===== config.mk =====
export PLATFORM = sky130hd
export DESIGN_NAME = fan_tach_monitor
export DESIGN_NICKNAME = d
export VERILOG_FILES = /design/src/fan_tach_pkg.sv /design/src/fan_tach_monitor.sv
export SDC_FILE = /design/constraint.sdc
export NUM_CORES = 1
export LEC_CHECK = 0
export ABC_AREA = 1
export BUFFER_PORTS_ARGS = -buffer_cell sky130_fd_sc_hd__buf_4
export CAP_MARGIN = 25
export CORE_ASPECT_RATIO = 1.5
export CORE_MARGIN = 2
export CORE_UTILIZATION = 55
export DETAILED_ROUTE_END_ITERATION = 8
export HOLD_SLACK_MARGIN = 0.08
export PLACE_DENSITY_LB_ADDON = 0.08
export SYNTH_ARGS = -nofsm -noshare
export SYNTH_HDL_FRONTEND = slang
export SYNTH_SLANG_ARGS = --single-unit
export TNS_END_PERCENT = 30

===== constraint.sdc =====
create_clock -name CLK_SYS -period 4.4 [get_ports CLK_SYS]
set_input_delay 0 -clock CLK_SYS [delete_from_list [all_inputs] [get_ports CLK_SYS]]
set_output_delay 0 -clock CLK_SYS [all_outputs]
set_load 0.005 [all_outputs]

===== src/fan_tach_pkg.sv =====
// package for the two-channel fan tachometer monitor: register map, fields, reset values, timing
// assumes a 125 MHz system clock and an AXI4-Lite master with 32-bit data
package fan_tach_pkg;

	// register byte offsets
	localparam logic [7:0] OFF_FAN_CTRL = 8'h00;
	localparam logic [7:0] OFF_PRELOAD_ONE = 8'h04;
	localparam logic [7:0] OFF_PRELOAD_TWO = 8'h08;
	localparam logic [7:0] OFF_CLK_CFG = 8'h0C;
	localparam logic [7:0] OFF_WAKE_EN = 8'h10;
	localparam logic [7:0] OFF_SMI_EN = 8'h14;
	localparam logic [7:0] OFF_STATUS = 8'h18;
	localparam logic [7:0] OFF_MASK = 8'h1C;
	localparam logic [7:0] OFF_COUNT = 8'h20;

	// fan control fields
	localparam int DIV_ONE_LSB = 6;
	localparam int DIV_TWO_LSB = 4;
	localparam logic [7:0] FAN_CTRL_RESET = 8'h50;
	localparam logic [7:0] PRELOAD_RESET = 8'h00;

	// status bit positions: wake one, wake two, smi one, smi two
	localparam int ST_WAKE_ONE = 0;
	localparam int ST_WAKE_TWO = 1;
	localparam int ST_SMI_ONE = 2;
	localparam int ST_SMI_TWO = 3;

	localparam logic [7:0] COUNT_MAX = 8'hFF;
	localparam logic [1:0] THRESH_MSBS = 2'h3;

	// internal slow reference from the system clock
	localparam int SYS_CLK_HZ = 125000000;
	localparam int INT_REF_HZ = 32765;
	localparam int INT_REF_CYCLES = SYS_CLK_HZ / INT_REF_HZ;

	localparam logic [1:0] RESP_OKAY = 2'h0;
	localparam logic [1:0] RESP_SLVERR = 2'h2;

	typedef enum logic [2:0]
	{
		RD_IDLE = 3'h1,
		RD_FETCH = 3'h2,
		RD_RESP = 3'h4
	} rd_state_e;

	typedef struct packed
	{
		logic [7:0] count;
		logic       tach_sync;
		logic       tach_prev;
	} chan_s;

endpackage


===== src/fan_tach_monitor.sv =====
// two-channel fan tachometer monitor with an AXI4-Lite register slave and an interrupt output
// assumes tachometer and oscillator pins are slow and asynchronous; one 125 MHz clock drives all logic
//
// Register access over AXI4-Lite and the register offsets were decided locally.
`timescale 1ns/1ps

// Behaviour
// - counters are clocked by the 32.765kHz reference over the channel divisor; divisor 1 gives the raw one
// - 8-bit counter increments only within one tachometer period, max 255
// - config bit picks external oscillator pin or internal clock from system clock
// - count restarts on each tachometer rising edge and on preload write
// - a restart loads the channel preload value, not zero
// - counter saturates at 0xFF until the next restart
// - both count msbs set raises wake and/or SMI, each with own enable
// - per-channel divisor 1, 2, 4 or 8, default 2
// - count rate is reference over divisor, count equals term plus preload
// - two channels with separate preloads work independently
// - divisor fields sit at fan control bits 7:6 and 5:4
module fan_tach_monitor
(
	input wire logic CLK_SYS,
	input wire logic RST_B,
	input wire logic EXT_SLOW_OSC_PIN,
	input wire logic TACH_INPUT_ONE,
	input wire logic TACH_INPUT_TWO,
	input wire logic [7:0] S_AXI_AWADDR,
	input wire logic S_AXI_AWVALID,
	output logic S_AXI_AWREADY,
	input wire logic [31:0] S_AXI_WDATA,
	input wire logic [3:0] S_AXI_WSTRB,
	input wire logic S_AXI_WVALID,
	output logic S_AXI_WREADY,
	output logic [1:0] S_AXI_BRESP,
	output logic S_AXI_BVALID,
	input wire logic S_AXI_BREADY,
	input wire logic [7:0] S_AXI_ARADDR,
	input wire logic S_AXI_ARVALID,
	output logic S_AXI_ARREADY,
	output logic [31:0] S_AXI_RDATA,
	output logic [1:0] S_AXI_RRESP,
	output logic S_AXI_RVALID,
	input wire logic S_AXI_RREADY,
	output logic WAKE_EVENT,
	output logic SMI_EVENT,
	output logic IRQ
);

	function automatic logic tick_due(input logic [2:0] pre, input logic [1:0] code);
		return code == 2'h0 || (code == 2'h1 && pre[0]) || (code == 2'h2 && &pre[1:0]) || (code == 2'h3 && &pre);
	endfunction
	function automatic logic [7:0] next_count(input logic [7:0] cnt, input logic inc);
		return (inc && cnt != fan_tach_pkg::COUNT_MAX) ? cnt + 8'h01 : cnt;
	endfunction
	logic rst_meta_reg;
	logic rst_sync_reg;
	logic rst_n;

	always_ff @(posedge CLK_SYS or negedge RST_B)
	begin
		if (!RST_B)
		begin
			rst_meta_reg <= 1'b0;
			rst_sync_reg <= 1'b0;
		end
		else
		begin
			rst_meta_reg <= 1'b1;
			rst_sync_reg <= rst_meta_reg;
		end
	end
	assign rst_n = rst_sync_reg;
	// registers
	logic [7:0] fan_ctrl_reg;
	logic [7:0] preload_one_reg;
	logic [7:0] preload_two_reg;
	logic osc_present_select;
	logic [1:0] wake_en_reg;
	logic [1:0] smi_en_reg;
	logic [3:0] status_reg;
	logic [3:0] mask_reg;
	// write channel
	logic aw_held_reg;
	logic w_held_reg;
	logic [7:0] aw_addr_reg;
	logic [31:0] w_data_reg;
	logic [3:0] w_strb_reg;
	logic do_write;
	logic wr_bad;

	assign S_AXI_AWREADY = !aw_held_reg && !S_AXI_BVALID;
	assign S_AXI_WREADY = !w_held_reg && !S_AXI_BVALID;
	assign do_write = aw_held_reg && w_held_reg && !S_AXI_BVALID;
	assign wr_bad = aw_addr_reg > fan_tach_pkg::OFF_COUNT || aw_addr_reg[1:0] != 2'h0;

	always_ff @(posedge CLK_SYS or negedge rst_n)
	begin
		if (!rst_n)
		begin
			aw_held_reg <= 1'b0;
			w_held_reg <= 1'b0;
			aw_addr_reg <= 8'h00;
			w_data_reg <= 32'h0000_0000;
			w_strb_reg <= 4'h0;
			S_AXI_BVALID <= 1'b0;
			S_AXI_BRESP <= fan_tach_pkg::RESP_OKAY;
		end
		else
		begin
			if (S_AXI_AWVALID && S_AXI_AWREADY)
			begin
				aw_held_reg <= 1'b1;
				aw_addr_reg <= S_AXI_AWADDR;
			end
			if (S_AXI_WVALID && S_AXI_WREADY)
			begin
				w_held_reg <= 1'b1;
				w_data_reg <= S_AXI_WDATA;
				w_strb_reg <= S_AXI_WSTRB;
			end
			if (do_write)
			begin
				aw_held_reg <= 1'b0;
				w_held_reg <= 1'b0;
				S_AXI_BVALID <= 1'b1;
				S_AXI_BRESP <= wr_bad ? fan_tach_pkg::RESP_SLVERR : fan_tach_pkg::RESP_OKAY;
			end
			else if (S_AXI_BVALID && S_AXI_BREADY)
				S_AXI_BVALID <= 1'b0;
		end
	end

	logic wr_lane0;
	logic preload_one_wr;
	logic preload_two_wr;
	assign wr_lane0 = do_write && w_strb_reg[0];
	assign preload_one_wr = wr_lane0 && aw_addr_reg == fan_tach_pkg::OFF_PRELOAD_ONE;
	assign preload_two_wr = wr_lane0 && aw_addr_reg == fan_tach_pkg::OFF_PRELOAD_TWO;

	always_ff @(posedge CLK_SYS or negedge rst_n)
	begin
		if (!rst_n)
		begin
			fan_ctrl_reg <= fan_tach_pkg::FAN_CTRL_RESET;
			preload_one_reg <= fan_tach_pkg::PRELOAD_RESET;
			preload_two_reg <= fan_tach_pkg::PRELOAD_RESET;
			osc_present_select <= 1'b0;
			wake_en_reg <= 2'h0;
			smi_en_reg <= 2'h0;
			mask_reg <= 4'h0;
		end
		else if (wr_lane0)
		begin
			case (aw_addr_reg)
				fan_tach_pkg::OFF_FAN_CTRL: fan_ctrl_reg <= {w_data_reg[7:4], 4'h0};
				fan_tach_pkg::OFF_PRELOAD_ONE: preload_one_reg <= w_data_reg[7:0];
				fan_tach_pkg::OFF_PRELOAD_TWO: preload_two_reg <= w_data_reg[7:0];
				fan_tach_pkg::OFF_CLK_CFG: osc_present_select <= w_data_reg[0];
				fan_tach_pkg::OFF_WAKE_EN: wake_en_reg <= w_data_reg[1:0];
				fan_tach_pkg::OFF_SMI_EN: smi_en_reg <= w_data_reg[1:0];
				fan_tach_pkg::OFF_MASK: mask_reg <= w_data_reg[3:0];
				default: ;
			endcase
		end
	end

	// slow reference: external pin synchronised, or internal divider
	logic osc_meta_reg;
	logic osc_sync_reg;
	logic osc_prev_reg;
	logic [15:0] int_div_reg;
	logic int_tick;
	logic ref_tick;

	always_ff @(posedge CLK_SYS or negedge rst_n)
	begin
		if (!rst_n)
		begin
			osc_meta_reg <= 1'b0;
			osc_sync_reg <= 1'b0;
			osc_prev_reg <= 1'b0;
			int_div_reg <= 16'h0000;
		end
		else
		begin
			osc_meta_reg <= EXT_SLOW_OSC_PIN;
			osc_sync_reg <= osc_meta_reg;
			osc_prev_reg <= osc_sync_reg;
			if (int_tick)
				int_div_reg <= 16'h0000;
			else
				int_div_reg <= int_div_reg + 16'h0001;
		end
	end
	assign int_tick = int_div_reg == 16'(fan_tach_pkg::INT_REF_CYCLES - 1);
	assign ref_tick = osc_present_select ? (osc_sync_reg && !osc_prev_reg) : int_tick;

	// shared prescaler; each channel takes its own tap so rates stay independent
	logic [2:0] pre_reg;
	always_ff @(posedge CLK_SYS or negedge rst_n)
	begin
		if (!rst_n)
			pre_reg <= 3'h0;
		else if (ref_tick)
			pre_reg <= pre_reg + 3'h1;
	end

	fan_tach_pkg::chan_s ch_one_reg;
	fan_tach_pkg::chan_s ch_two_reg;
	logic tach_meta_one_reg;
	logic tach_meta_two_reg;
	logic inc_one;
	logic inc_two;
	logic rise_one;
	logic rise_two;
	// divided rate is reference ticks gated by the selected prescaler tap
	assign inc_one = ref_tick && tick_due(pre_reg, fan_ctrl_reg[fan_tach_pkg::DIV_ONE_LSB +: 2]);
	assign inc_two = ref_tick && tick_due(pre_reg, fan_ctrl_reg[fan_tach_pkg::DIV_TWO_LSB +: 2]);
	assign rise_one = ch_one_reg.tach_sync && !ch_one_reg.tach_prev;
	assign rise_two = ch_two_reg.tach_sync && !ch_two_reg.tach_prev;

	always_ff @(posedge CLK_SYS or negedge rst_n)
	begin
		if (!rst_n)
		begin
			tach_meta_one_reg <= 1'b0;
			tach_meta_two_reg <= 1'b0;
			ch_one_reg <= '0;
			ch_two_reg <= '0;
		end
		else
		begin
			tach_meta_one_reg <= TACH_INPUT_ONE;
			tach_meta_two_reg <= TACH_INPUT_TWO;
			ch_one_reg.tach_sync <= tach_meta_one_reg;
			ch_two_reg.tach_sync <= tach_meta_two_reg;
			ch_one_reg.tach_prev <= ch_one_reg.tach_sync;
			ch_two_reg.tach_prev <= ch_two_reg.tach_sync;
			// counting runs between successive rising edges, i.e. one tachometer period
			if (rise_one || preload_one_wr)
				ch_one_reg.count <= preload_one_wr ? w_data_reg[7:0] : preload_one_reg;
			else
				ch_one_reg.count <= next_count(ch_one_reg.count, inc_one);
			if (rise_two || preload_two_wr)
				ch_two_reg.count <= preload_two_wr ? w_data_reg[7:0] : preload_two_reg;
			else
				ch_two_reg.count <= next_count(ch_two_reg.count, inc_two);
		end
	end

	// threshold events: one pulse as the count crosses into the top quarter
	logic [1:0] hit_reg;
	logic [1:0] hit;
	logic [1:0] hit_rise;
	assign hit[0] = ch_one_reg.count[7:6] == fan_tach_pkg::THRESH_MSBS;
	assign hit[1] = ch_two_reg.count[7:6] == fan_tach_pkg::THRESH_MSBS;
	assign hit_rise = hit & ~hit_reg;
	logic [3:0] status_set;
	logic [3:0] status_clr;
	assign status_set = {hit_rise & smi_en_reg, hit_rise & wake_en_reg};
	assign status_clr = (wr_lane0 && aw_addr_reg == fan_tach_pkg::OFF_STATUS) ? w_data_reg[3:0] : 4'h0;

	always_ff @(posedge CLK_SYS or negedge rst_n)
	begin
		if (!rst_n)
		begin
			hit_reg <= 2'h0;
			status_reg <= 4'h0;
		end
		else
		begin
			hit_reg <= hit;
			// set beats a simultaneous write-one-to-clear
			status_reg <= (status_reg & ~status_clr) | status_set;
		end
	end

	// wake and SMI outputs follow the comparator registered one cycle late, gated by the enables; IRQ follows status gated by the mask
	assign WAKE_EVENT = |(hit_reg & wake_en_reg);
	assign SMI_EVENT = |(hit_reg & smi_en_reg);
	assign IRQ = |(status_reg & mask_reg);

	// read channel
	fan_tach_pkg::rd_state_e rd_state_reg;
	logic [7:0] ar_addr_reg;
	logic [31:0] rd_word;
	always_comb
	begin
		rd_word = 32'h0000_0000;
		case (ar_addr_reg)
			fan_tach_pkg::OFF_FAN_CTRL: rd_word[7:0] = fan_ctrl_reg;
			fan_tach_pkg::OFF_PRELOAD_ONE: rd_word[7:0] = preload_one_reg;
			fan_tach_pkg::OFF_PRELOAD_TWO: rd_word[7:0] = preload_two_reg;
			fan_tach_pkg::OFF_CLK_CFG: rd_word[0] = osc_present_select;
			fan_tach_pkg::OFF_WAKE_EN: rd_word[1:0] = wake_en_reg;
			fan_tach_pkg::OFF_SMI_EN: rd_word[1:0] = smi_en_reg;
			fan_tach_pkg::OFF_STATUS: rd_word[3:0] = status_reg;
			fan_tach_pkg::OFF_MASK: rd_word[3:0] = mask_reg;
			fan_tach_pkg::OFF_COUNT: rd_word[15:0] = {ch_two_reg.count, ch_one_reg.count};
			default: rd_word = 32'h0000_0000;
		endcase
	end
	assign S_AXI_ARREADY = rd_state_reg == fan_tach_pkg::RD_IDLE;
	assign S_AXI_RVALID = rd_state_reg == fan_tach_pkg::RD_RESP;
	always_ff @(posedge CLK_SYS or negedge rst_n)
	begin
		if (!rst_n)
		begin
			rd_state_reg <= fan_tach_pkg::RD_IDLE;
			ar_addr_reg <= 8'h00;
			S_AXI_RDATA <= 32'h0000_0000;
			S_AXI_RRESP <= fan_tach_pkg::RESP_OKAY;
		end
		else
		begin
			case (rd_state_reg)
				fan_tach_pkg::RD_IDLE:
					if (S_AXI_ARVALID)
					begin
						ar_addr_reg <= S_AXI_ARADDR;
						rd_state_reg <= fan_tach_pkg::RD_FETCH;
					end
				fan_tach_pkg::RD_FETCH:
				begin
					S_AXI_RDATA <= rd_word;
					S_AXI_RRESP <= (ar_addr_reg > fan_tach_pkg::OFF_COUNT || ar_addr_reg[1:0] != 2'h0)
						? fan_tach_pkg::RESP_SLVERR : fan_tach_pkg::RESP_OKAY;
					rd_state_reg <= fan_tach_pkg::RD_RESP;
				end
				fan_tach_pkg::RD_RESP:
					if (S_AXI_RREADY)
						rd_state_reg <= fan_tach_pkg::RD_IDLE;
				default: rd_state_reg <= fan_tach_pkg::RD_IDLE;
			endcase
		end
	end

endmodule


; ---- After elaboration in Yosys (flattened, before gate mapping)
; Index checks and enable logic that the tools add are counted.
[word_totals]
register_bits = 132
in_bits = 62
wordCells = 172
[classes]
add_sub_neg = 4
n_lt_le_gt_ge = 2
eq_ne = 31
mux = 25
n_bitwise = 10
reduce_logical = 65
[ops]
columns = op, n
row1 = "8-bit by 5-bit == test with 1-bit output, second input constant", 8
row2 = 8-bit 2-to-1 mux, 7
row3 = "8-bit by 4-bit == test with 1-bit output, second input constant", 4
row4 = 1-bit logical AND, 24
row5 = 2-bit AND reduction, 10
row6 = "16-bit by 1-bit adder with 16-bit output, second input constant", 1
row7 = "8-bit by 1-bit adder with 8-bit output, second input constant", 2
row8 = "16-bit by 12-bit == test with 1-bit output, second input constant", 1
row9 = "8-bit by 3-bit == test with 1-bit output, second input constant", 2
row10 = "8-bit by 6-bit > comparator with 1-bit output, second input constant", 2
row11 = 8-bit logical NOT, 2
row12 = 16-bit 2-to-1 mux, 1
row13 = "8-bit inequality test, second input constant", 2
row14 = 4-bit one-hot mux with 4 select lines, 1
row15 = 2-bit nonzero test, 7
row16 = "2-bit == test, second input constant", 6
row17 = 2-bit AND, 5
row18 = 1-bit logical OR, 10
row19 = 2-bit one-hot mux with 5 select lines, 1
row20 = 3-bit one-hot mux with 3 select lines, 1
row21 = 4-bit AND, 2
row22 = "8-bit by 6-bit == test with 1-bit output, second input constant", 1
row23 = 1-bit one-hot mux with 8 select lines, 1
row24 = 1-bit 2-to-1 mux, 7
row25 = 19 further kinds, 29

; ---- Depth between registers and ports, before layout
; Gate-level depths: netlist of run 1.
[depth]
ltp_word = 9
ltp_mapped = 12
depth_no_buf = 11

; ---- Worst setup path after synthesis of run 1
; No wires, ideal clock.
[synth_timing]
path_type = register to register
startpoint = register S_AXI_BVALID
endpoint = register ch_two_reg[7] in the netlist's numbering
setup_time_ns = 0.117
arrival_ns = 1.422
setup_slack_ns = 2.861
stages_incl_launch_ff = 13
path_cell_list = dfrtp_1 inv_2 nand3_2 nor2_4 buf_6 nand2_8 nand2_8 inv_8 buf_8 nand2_2 nand2_1 nand2_1 nand2_1
[synth_via]
elab_chain_len = 6
elab_cells_between_ends = 8
[synth_rtl]
columns = item, line_no
row1 = from (decl), fan_tach_monitor.sv:34  ; output logic S_AXI_BVALID,
row2 = from (signal assigned), fan_tach_monitor.sv:104  ; S_AXI_BVALID <= 1'b0;
row3 = from (signal assigned), fan_tach_monitor.sv:124  ; S_AXI_BVALID <= 1'b1;
row4 = from (signal assigned), fan_tach_monitor.sv:128  ; S_AXI_BVALID <= 1'b0;
row5 = 1-bit logical NOT *, fan_tach_monitor.sv:92  ; assign do_write = aw_held_reg && w_held_reg && !S_AXI_BVALID;
row6 = 1-bit logical AND *, fan_tach_monitor.sv:92
row7 = 1-bit logical AND *, fan_tach_monitor.sv:135  ; assign wr_lane0 = do_write && w_strb_reg[0];
row8 = 1-bit logical AND *, fan_tach_monitor.sv:137  ; assign preload_two_wr = wr_lane0 && aw_addr_reg == fan_tach_pkg::OFF_PRELOAD_TWO;
row9 = 8-bit 2-to-1 mux or 1-bit logical OR (tied branches), "fan_tach_monitor.sv:244, fan_tach_monitor.sv:243"
row10 = 8-bit 2-to-1 mux or 2-bit nonzero test (tied branches), --
row11 = to (decl), fan_tach_monitor.sv:208  ; fan_tach_pkg::chan_s ch_two_reg;
; Mark *: on every way between the ends. The rest lies on a longest branch, timed or not.
; A chain may end at the register's enable or synchronous reset.

; ---- Final worst setup path of run 1
[layout_timing]
startpoint = register rd_state_reg[0]
endpoint = register rd_state_reg[0]
[layout_via]
elab_chain_len = 3
elab_cells_between_ends = 7
[layout_rtl]
columns = item, line_no
row1 = from (decl), fan_tach_monitor.sv:283  ; fan_tach_pkg::rd_state_e rd_state_reg;
row2 = from (signal assigned), fan_tach_monitor.sv:308  ; rd_state_reg <= fan_tach_pkg::RD_IDLE;
row3 = from (signal assigned), fan_tach_monitor.sv:320  ; rd_state_reg <= fan_tach_pkg::RD_FETCH;
row4 = from (signal assigned), fan_tach_monitor.sv:327  ; rd_state_reg <= fan_tach_pkg::RD_RESP;
row5 = 3-bit == test or 3-bit by 1-bit == test with 1-bit output (tied branches), fan_tach_monitor.sv:315  ; case (rd_state_reg)
row6 = 2-bit by 1-bit inequality test with 1-bit output (no source line) or 2-bit inequality test (tied branches), --
row7 = 2-bit AND reduction (no source line), --
; Several ways; a longest one is shown, not always the timed one.

==> results of run 1 <==
[final cells by class]
cell class	count	area [sq um]	share of cell area, %
clock inverters	9	175.2	2.137
flip-flops and latches	130	3261	39.78
inverters	95	369.1	4.503
clock buffers	23	488.0	5.953
multi-input cells	579	2889	35.25
well taps	153	191.4	2.336
repair buffers	98	823.3	10.04
[per-layer routing]
layer,global-route usage [%],vias to the layer above
met5,0,-
met4,11.06,0
met3,6.087,36
met2,43.76,139
met1,31.47,2682
li1,-,2802
[power breakdown]
| part | switching [mW] | total, mW | internal (mW) |
|---|---|---|---|
| sequential | 0.267 | 1.79 | 1.52 |
| clock | 0.506 | 1.57 | 1.06 |
| combinational | 0.805 | 1.32 | 0.512 |
[path summary, 6_finish.rpt]
| kind | depth (start not counted) | start | to |
|---|---|---|---|
| worst max-delay path | 6 | rd_state_reg[0] | rd_state_reg[0] |
| worst min-delay path | 3 | S_AXI_AWVALID | aw_held_reg |
| worst max register to register | 6 | rd_state_reg[0] | rd_state_reg[0] |
| worst min register to register | 0 | tach_meta_one_reg | ch_one_reg[1] |
| max in group asynchronous | 1 | rst_n | ar_addr_reg[3] |
| min in group asynchronous | 0 | rst_n | ch_one_reg[1] |
[logic make-up after synthesis]
| kind of cell | count (synthesis) | share of synthesized area [%] |
|---|---|---|
| xor+xnor | 15 | 1.972 |
| mux | 6 | 1.014 |
| compound gates | 85 | 6.628 |
| other cells | 2 | 0.1127 |
| flops | 130 | 48.87 |
| simple gates | 448 | 31.54 |
| buf+inv | 125 | 8.731 |
| fa+ha+maj | 6 | 1.127 |
[synthesized netlist by cell type, types with 4 or more instances]
cell / number
nand2_2: 9
clkbuf_1: 7
inv_2: 4
ha_1: 6
inv_1: 87
and2_1: 17
nand3_1: 97
nor2_2: 5
nand2_8: 4
dfrtp_1: 127
o21ai_0: 60
xor2_1: 15
nand4_1: 10
mux2_2: 6
nor2_1: 66
a21oi_1: 18
nor3_1: 16
o31ai_1: 4
buf_4: 18
nand2_1: 208
[critical path, stage by stage (launching register included)]
cell and delay (ns):
dfstp_2 0.54, nor3_1 0.05, buf_4 0.19, inv_1 0.50, nand3_1 0.13, o21ai_0 0.19
dlygate4sd3_1 0.58
[what timing repair did]
item	CTS	global route
endpoints found under the hold margin	34	0
setup endpoints to repair	0	0
hold buffers	35	0
[metrics by stage]
step,worst slack [ns],utilization (%),instances,power [mW]
3_3_place_gp,2.348,60.39,1020,3.011
6_report,2.156,68.91,1087,4.676
4_1_cts,2.182,68.91,1087,4.699
3_5_place_dp,2.314,60.39,1020,3.068
2_1_floorplan,0.5152,-,834,2.647
5_1_grt,1.999,68.91,1087,4.968
==> metrics.yaml, run 1 <==
yosysWarnings: 0
clock.fmax_mhz: 445.6
wl_um: 15770
total_leakage_power_nw: 4.086
clock_path_buffers: 2
relSlewSlack_pct: 52.46
grt_pass1_vias: 5535
core_area_sq_mm: 0.01189
peakVddDrop_uv: 389.7
grt.overflow.total: 0
portBuffers: 60
hold_violations: 0
fp.dieW_um: 93.88
placement_rows: 49
die-height_um: 138.8
rsz0062_at_grt: "no"
synth.avg_cell_area_sq_um: 8.157
grt_usage_pct: 25.93
synthDistinctLibCells: 40
root_buffer: "clkbuf_16"
globalplace.congestion: 0.8829
cp_max_fo: 22
vias: 5659
synth_top_area_share_pct: 47.69
clk_latency_ns: 0.42
start_util_pct: 56.03
wl_met1_um: 6332
top_layer_used: "met4"
finClkSkew_ns: 0.008032
final_cell_mix: "208 x nand2_1, 126 x dfrtp_1, 97 x nand3_1, 87 x inv_1, 66 x nor2_1"
reg2reg_setup_slack_ns: 2.16
cts_inserted_buffers: 17
routed-wl-met3_um: 551
routedWlPerCell_um: 14.50
ys_seq_area_share_pct: 48.87
async_flop_share_pct: 100.0
synthTopCellsByArea: "dfrtp_1 48%, nand2_1 12%, nand3_1 7.3%"
arrival_ns: 2.59
nets: 989
grt_pass1_wl_um: 26500
yosysTopAreaCell: "dfrtp_1"
tns_ns: 0
setup-violations-final: 0
wl_met2_um: 8405
clock_sinks: 130
fin_crit_sh_pct: 51.01
clkSlewWorstSetupHoldPaths_ns: 0.05
cts_resized: 0
drv_slew: 0
start_kind: "flip-flop"
synth-edff-count: 0
hold_ws_ns: 0.08331
hold_class: "input port to flip-flop"
synth_area_sq_mm: 0.006664
grt_max_degree: 56
place_hpwl_um: 11420
drt_iter0_markers: 430
io_pins: 106
cts_tree: "done"
final_common_cell: "nand2_1"
viasPerCell: 5.206
ys.flop_type: "dfrtp_1"
route.detailed.drc: 0
drive_gt1_share_pct: 14.88
first_pass_iters: 6
drv_cap: 0
p_per_area_mw_per_mm2: 570.4
antenna_found_initial: 0
tightestPinTransition_ns: 0.7131
fin_area_sq_mm: 0.008197
ys_ff_latch: 130
fill_cells: 981
antenna_left: 0
fin_crit_ns: 2.244
crit_path_end_kind: "flip-flop"
worstPathRequired_ns: 4.75
status: "finished clean"
die_area_sq_mm: 0.01303
cts_max_level: 4
post_cts_buffers: 0
syn_inst: 817
areaGrowthSynthToFinish_pct: 23.00
placed_area_sq_mm: 0.007183
n_antenna_cell: 0
setup.worst_path.class: "flip-flop to flip-flop"
(Power assumes the default switching activity.)
==> inputs of run 2 (changes only) <==
clock period = 2.15 ns   (was 4.4 ns; I/O delays follow)
==> run 2 against run 1 <==
Total power increased by 110%; maximum frequency increased by 17%; register-to-register slack got worse by 1.9 ns; first-iteration DRC count shrank 41%; setup slack worse by 1.9 ns; clock power grew 100%; sequential cell count unchanged; critical endpoint is now ar_addr_reg[3]; largest power group unchanged; critical path type unchanged.
==> metrics.yaml, run 2 (same netlist as run 1, synthesis figures left out) <==
globalplace.congestion: 0.8871  # +0.48%
fill_cells: 951  # -3.1%
fin_area_sq_mm: 0.008253  # +0.69%
clk_latency_ns: 0.42  # about the same
place_inst: 1027  # +0.69%
setup.worst_path.class: "flip-flop to flip-flop"
clkSlewWorstSetupHoldPaths_ns: 0.06  # about the same
placed_area_sq_mm: 0.007248  # +0.91%
relSlewSlack_pct: 55.53  # +3.1 points
arrival_ns: 2.26  # -0.33 ns
first_pass_iters: 5  # -1
p_per_area_mw_per_mm2: 1165  # +100%
crit_top_cell: "nand2_1"
cp_slowest_stage_delay_ns: 0.57  # about the same
fp.dieW_um: 93.88  # unchanged
routedWlPerCell_um: 14.68  # +1.2%
clock_path_buffers: 2  # unchanged
n_antenna_cell: 0  # unchanged
viasPerCell: 5.175  # -0.60%
areaGrowthSynthToFinish_pct: 23.85
clock_sinks: 130  # unchanged
place_hpwl_um: 11390  # -0.22%
grt.overflow.total: 0  # unchanged
fin_crit_ns: 1.915  # -0.3295 ns
pre_cts_ws_ns: 0.3612  # -1.953 ns
drv_cap: 0  # unchanged
grt_pass1_vias: 5920  # +7.0%
rsz0062_at_grt: "no"
crit_chain: "nand2_1 -> nor2_1 -> nand2_1 -> clkinv_1 -> nand2_1 -> o21ai_0 -> dlygate4sd3_1"
final_cell_mix: "208 x nand2_1, 126 x dfrtp_1, 97 x nand3_1, 87 x inv_1, 69 x buf_4"
fin_crit_sh_pct: 89.06  # +38 points
tns_ns: 0  # unchanged
vias: 5661  # +0.035%
antenna_left: 0  # unchanged
cp_slowest_cell: "dlygate4sd3_1"
seq_area_sq_mm: 0.003261  # unchanged
cp_max_fo: 17  # -23%
portBuffers: 60  # unchanged
drive_gt1_share_pct: 15.73  # +0.85 points
wl_um: 16060  # +1.9%
final_common_cell: "nand2_1"
critPathBufInv: 2  # -1
clock.fmax_mhz: 522.2  # +17%
placement_rows: 49  # unchanged
drt_iter0_markers: 254  # -41%
io_pins: 106  # unchanged
peakVddDrop_uv: 749.6  # +92%
setup-violations-final: 0  # unchanged
worstPathRequired_ns: 2.50  # -2.25 ns
total_leakage_power_nw: 4.126  # +0.97%
core_area_sq_mm: 0.01189  # unchanged
cts_max_level: 4  # unchanged
start_kind: "flip-flop"
cts_tree: "done"
die_area_sq_mm: 0.01303  # unchanged
multiInputGateArea_sq_mm: 0.002889  # unchanged
grt_max_degree: 81  # +45%
hold_class: "input port to flip-flop"
antenna_found_initial: 0  # unchanged
start_util_pct: 56.03  # unchanged
status: "finished clean"
root_buffer: "clkbuf_16"
cts_inserted_buffers: 17  # unchanged
setup_ws_ns: 0.2352  # -1.921 ns
drv_slew: 0  # unchanged
power.total_mw: 9.613  # +110%
hold_violations: 0  # unchanged
critical-path-top-delay-family: "buffers and inverters"
grt_pass1_wl_um: 27110  # +2.3%
nets: 996  # +0.71%
die-height_um: 138.8  # unchanged
crit_path_end_kind: "flip-flop"
grt_usage_pct: 26.35  # +0.41 points
route.detailed.drc: 0  # unchanged
cts_resized: 0  # unchanged
tightestPinTransition_ns: 0.6663  # -0.04674 ns
finalNonFillerCells: 1094  # +0.64%
finClkSkew_ns: 0.01552  # +0.007492 ns
[run 2: cell types whose count changed in the layout (fill, tap and decap cells not counted), sizes merged]
| cell | delta |
|---|---|
| buf | +7 |
| clkbuf | -6 |
| clkinv | +4 |
| clkinvlp | -1 |
| inv | +3 |
[run 2: path summary, 6_finish.rpt]
path / from / end / slack [ns] / cells after the start
min: EXT_SLOW_OSC_PIN / osc_meta_reg / 0.23 / 2
min reg2reg: tach_meta_two_reg / ch_two_reg[1] / 0.34 / 0
max: rd_state_reg[0] / ar_addr_reg[3] / 0.24 / 7
min in group asynchronous: rst_n / S_AXI_BVALID / 0.35 / 1
max reg2reg: rd_state_reg[0] / ar_addr_reg[3] / 0.24 / 7
max in group asynchronous: rst_n / ch_two_reg[4] / 1.24 / 1
[run 2: repair_timing]
action,CTS,global route
endpoints found under the hold margin,35,0
hold buffers,35,0
setup buffers,0,0
[run 2: final cells by class]
| type | count | area share, % |
|---|---|---|
| timing repair buffer | 105 | 10.76 |
| clock inverter | 15 | 2.774 |
| inverter | 95 | 4.472 |
| sequential | 130 | 39.51 |
| multi-input combinational | 579 | 35.01 |
| clock buffer | 17 | 5.155 |
| tap | 153 | 2.320 |
[run 2: where the power goes]
part	internal (mW)	total (mW)	switching, mW
logic	1.08	2.75	1.67
clock network	2.07	3.21	1.14
registers	3.11	3.65	0.534
[run 2: per-stage QoR]
step / hold WS, ns / util (%)
after floorplan: -0.2956 / -
after global placement: -0.2172 / 60.94
after detailed placement: -0.2164 / 60.94
after CTS: 0.2172 / 69.39
after global routing: 0.2304 / 69.39
final: 0.2280 / 69.39
[run 2: layer usage]
layer | vias to the layer above | track usage, % | wire length, um
li1 | 2813 | - | -
met1 | 2718 | 29.16 | 6398
met2 | 98 | 47.74 | 8884
met3 | 32 | 4.457 | 347
met4 | 0 | 12.81 | 428
met5 | - | 0 | 0
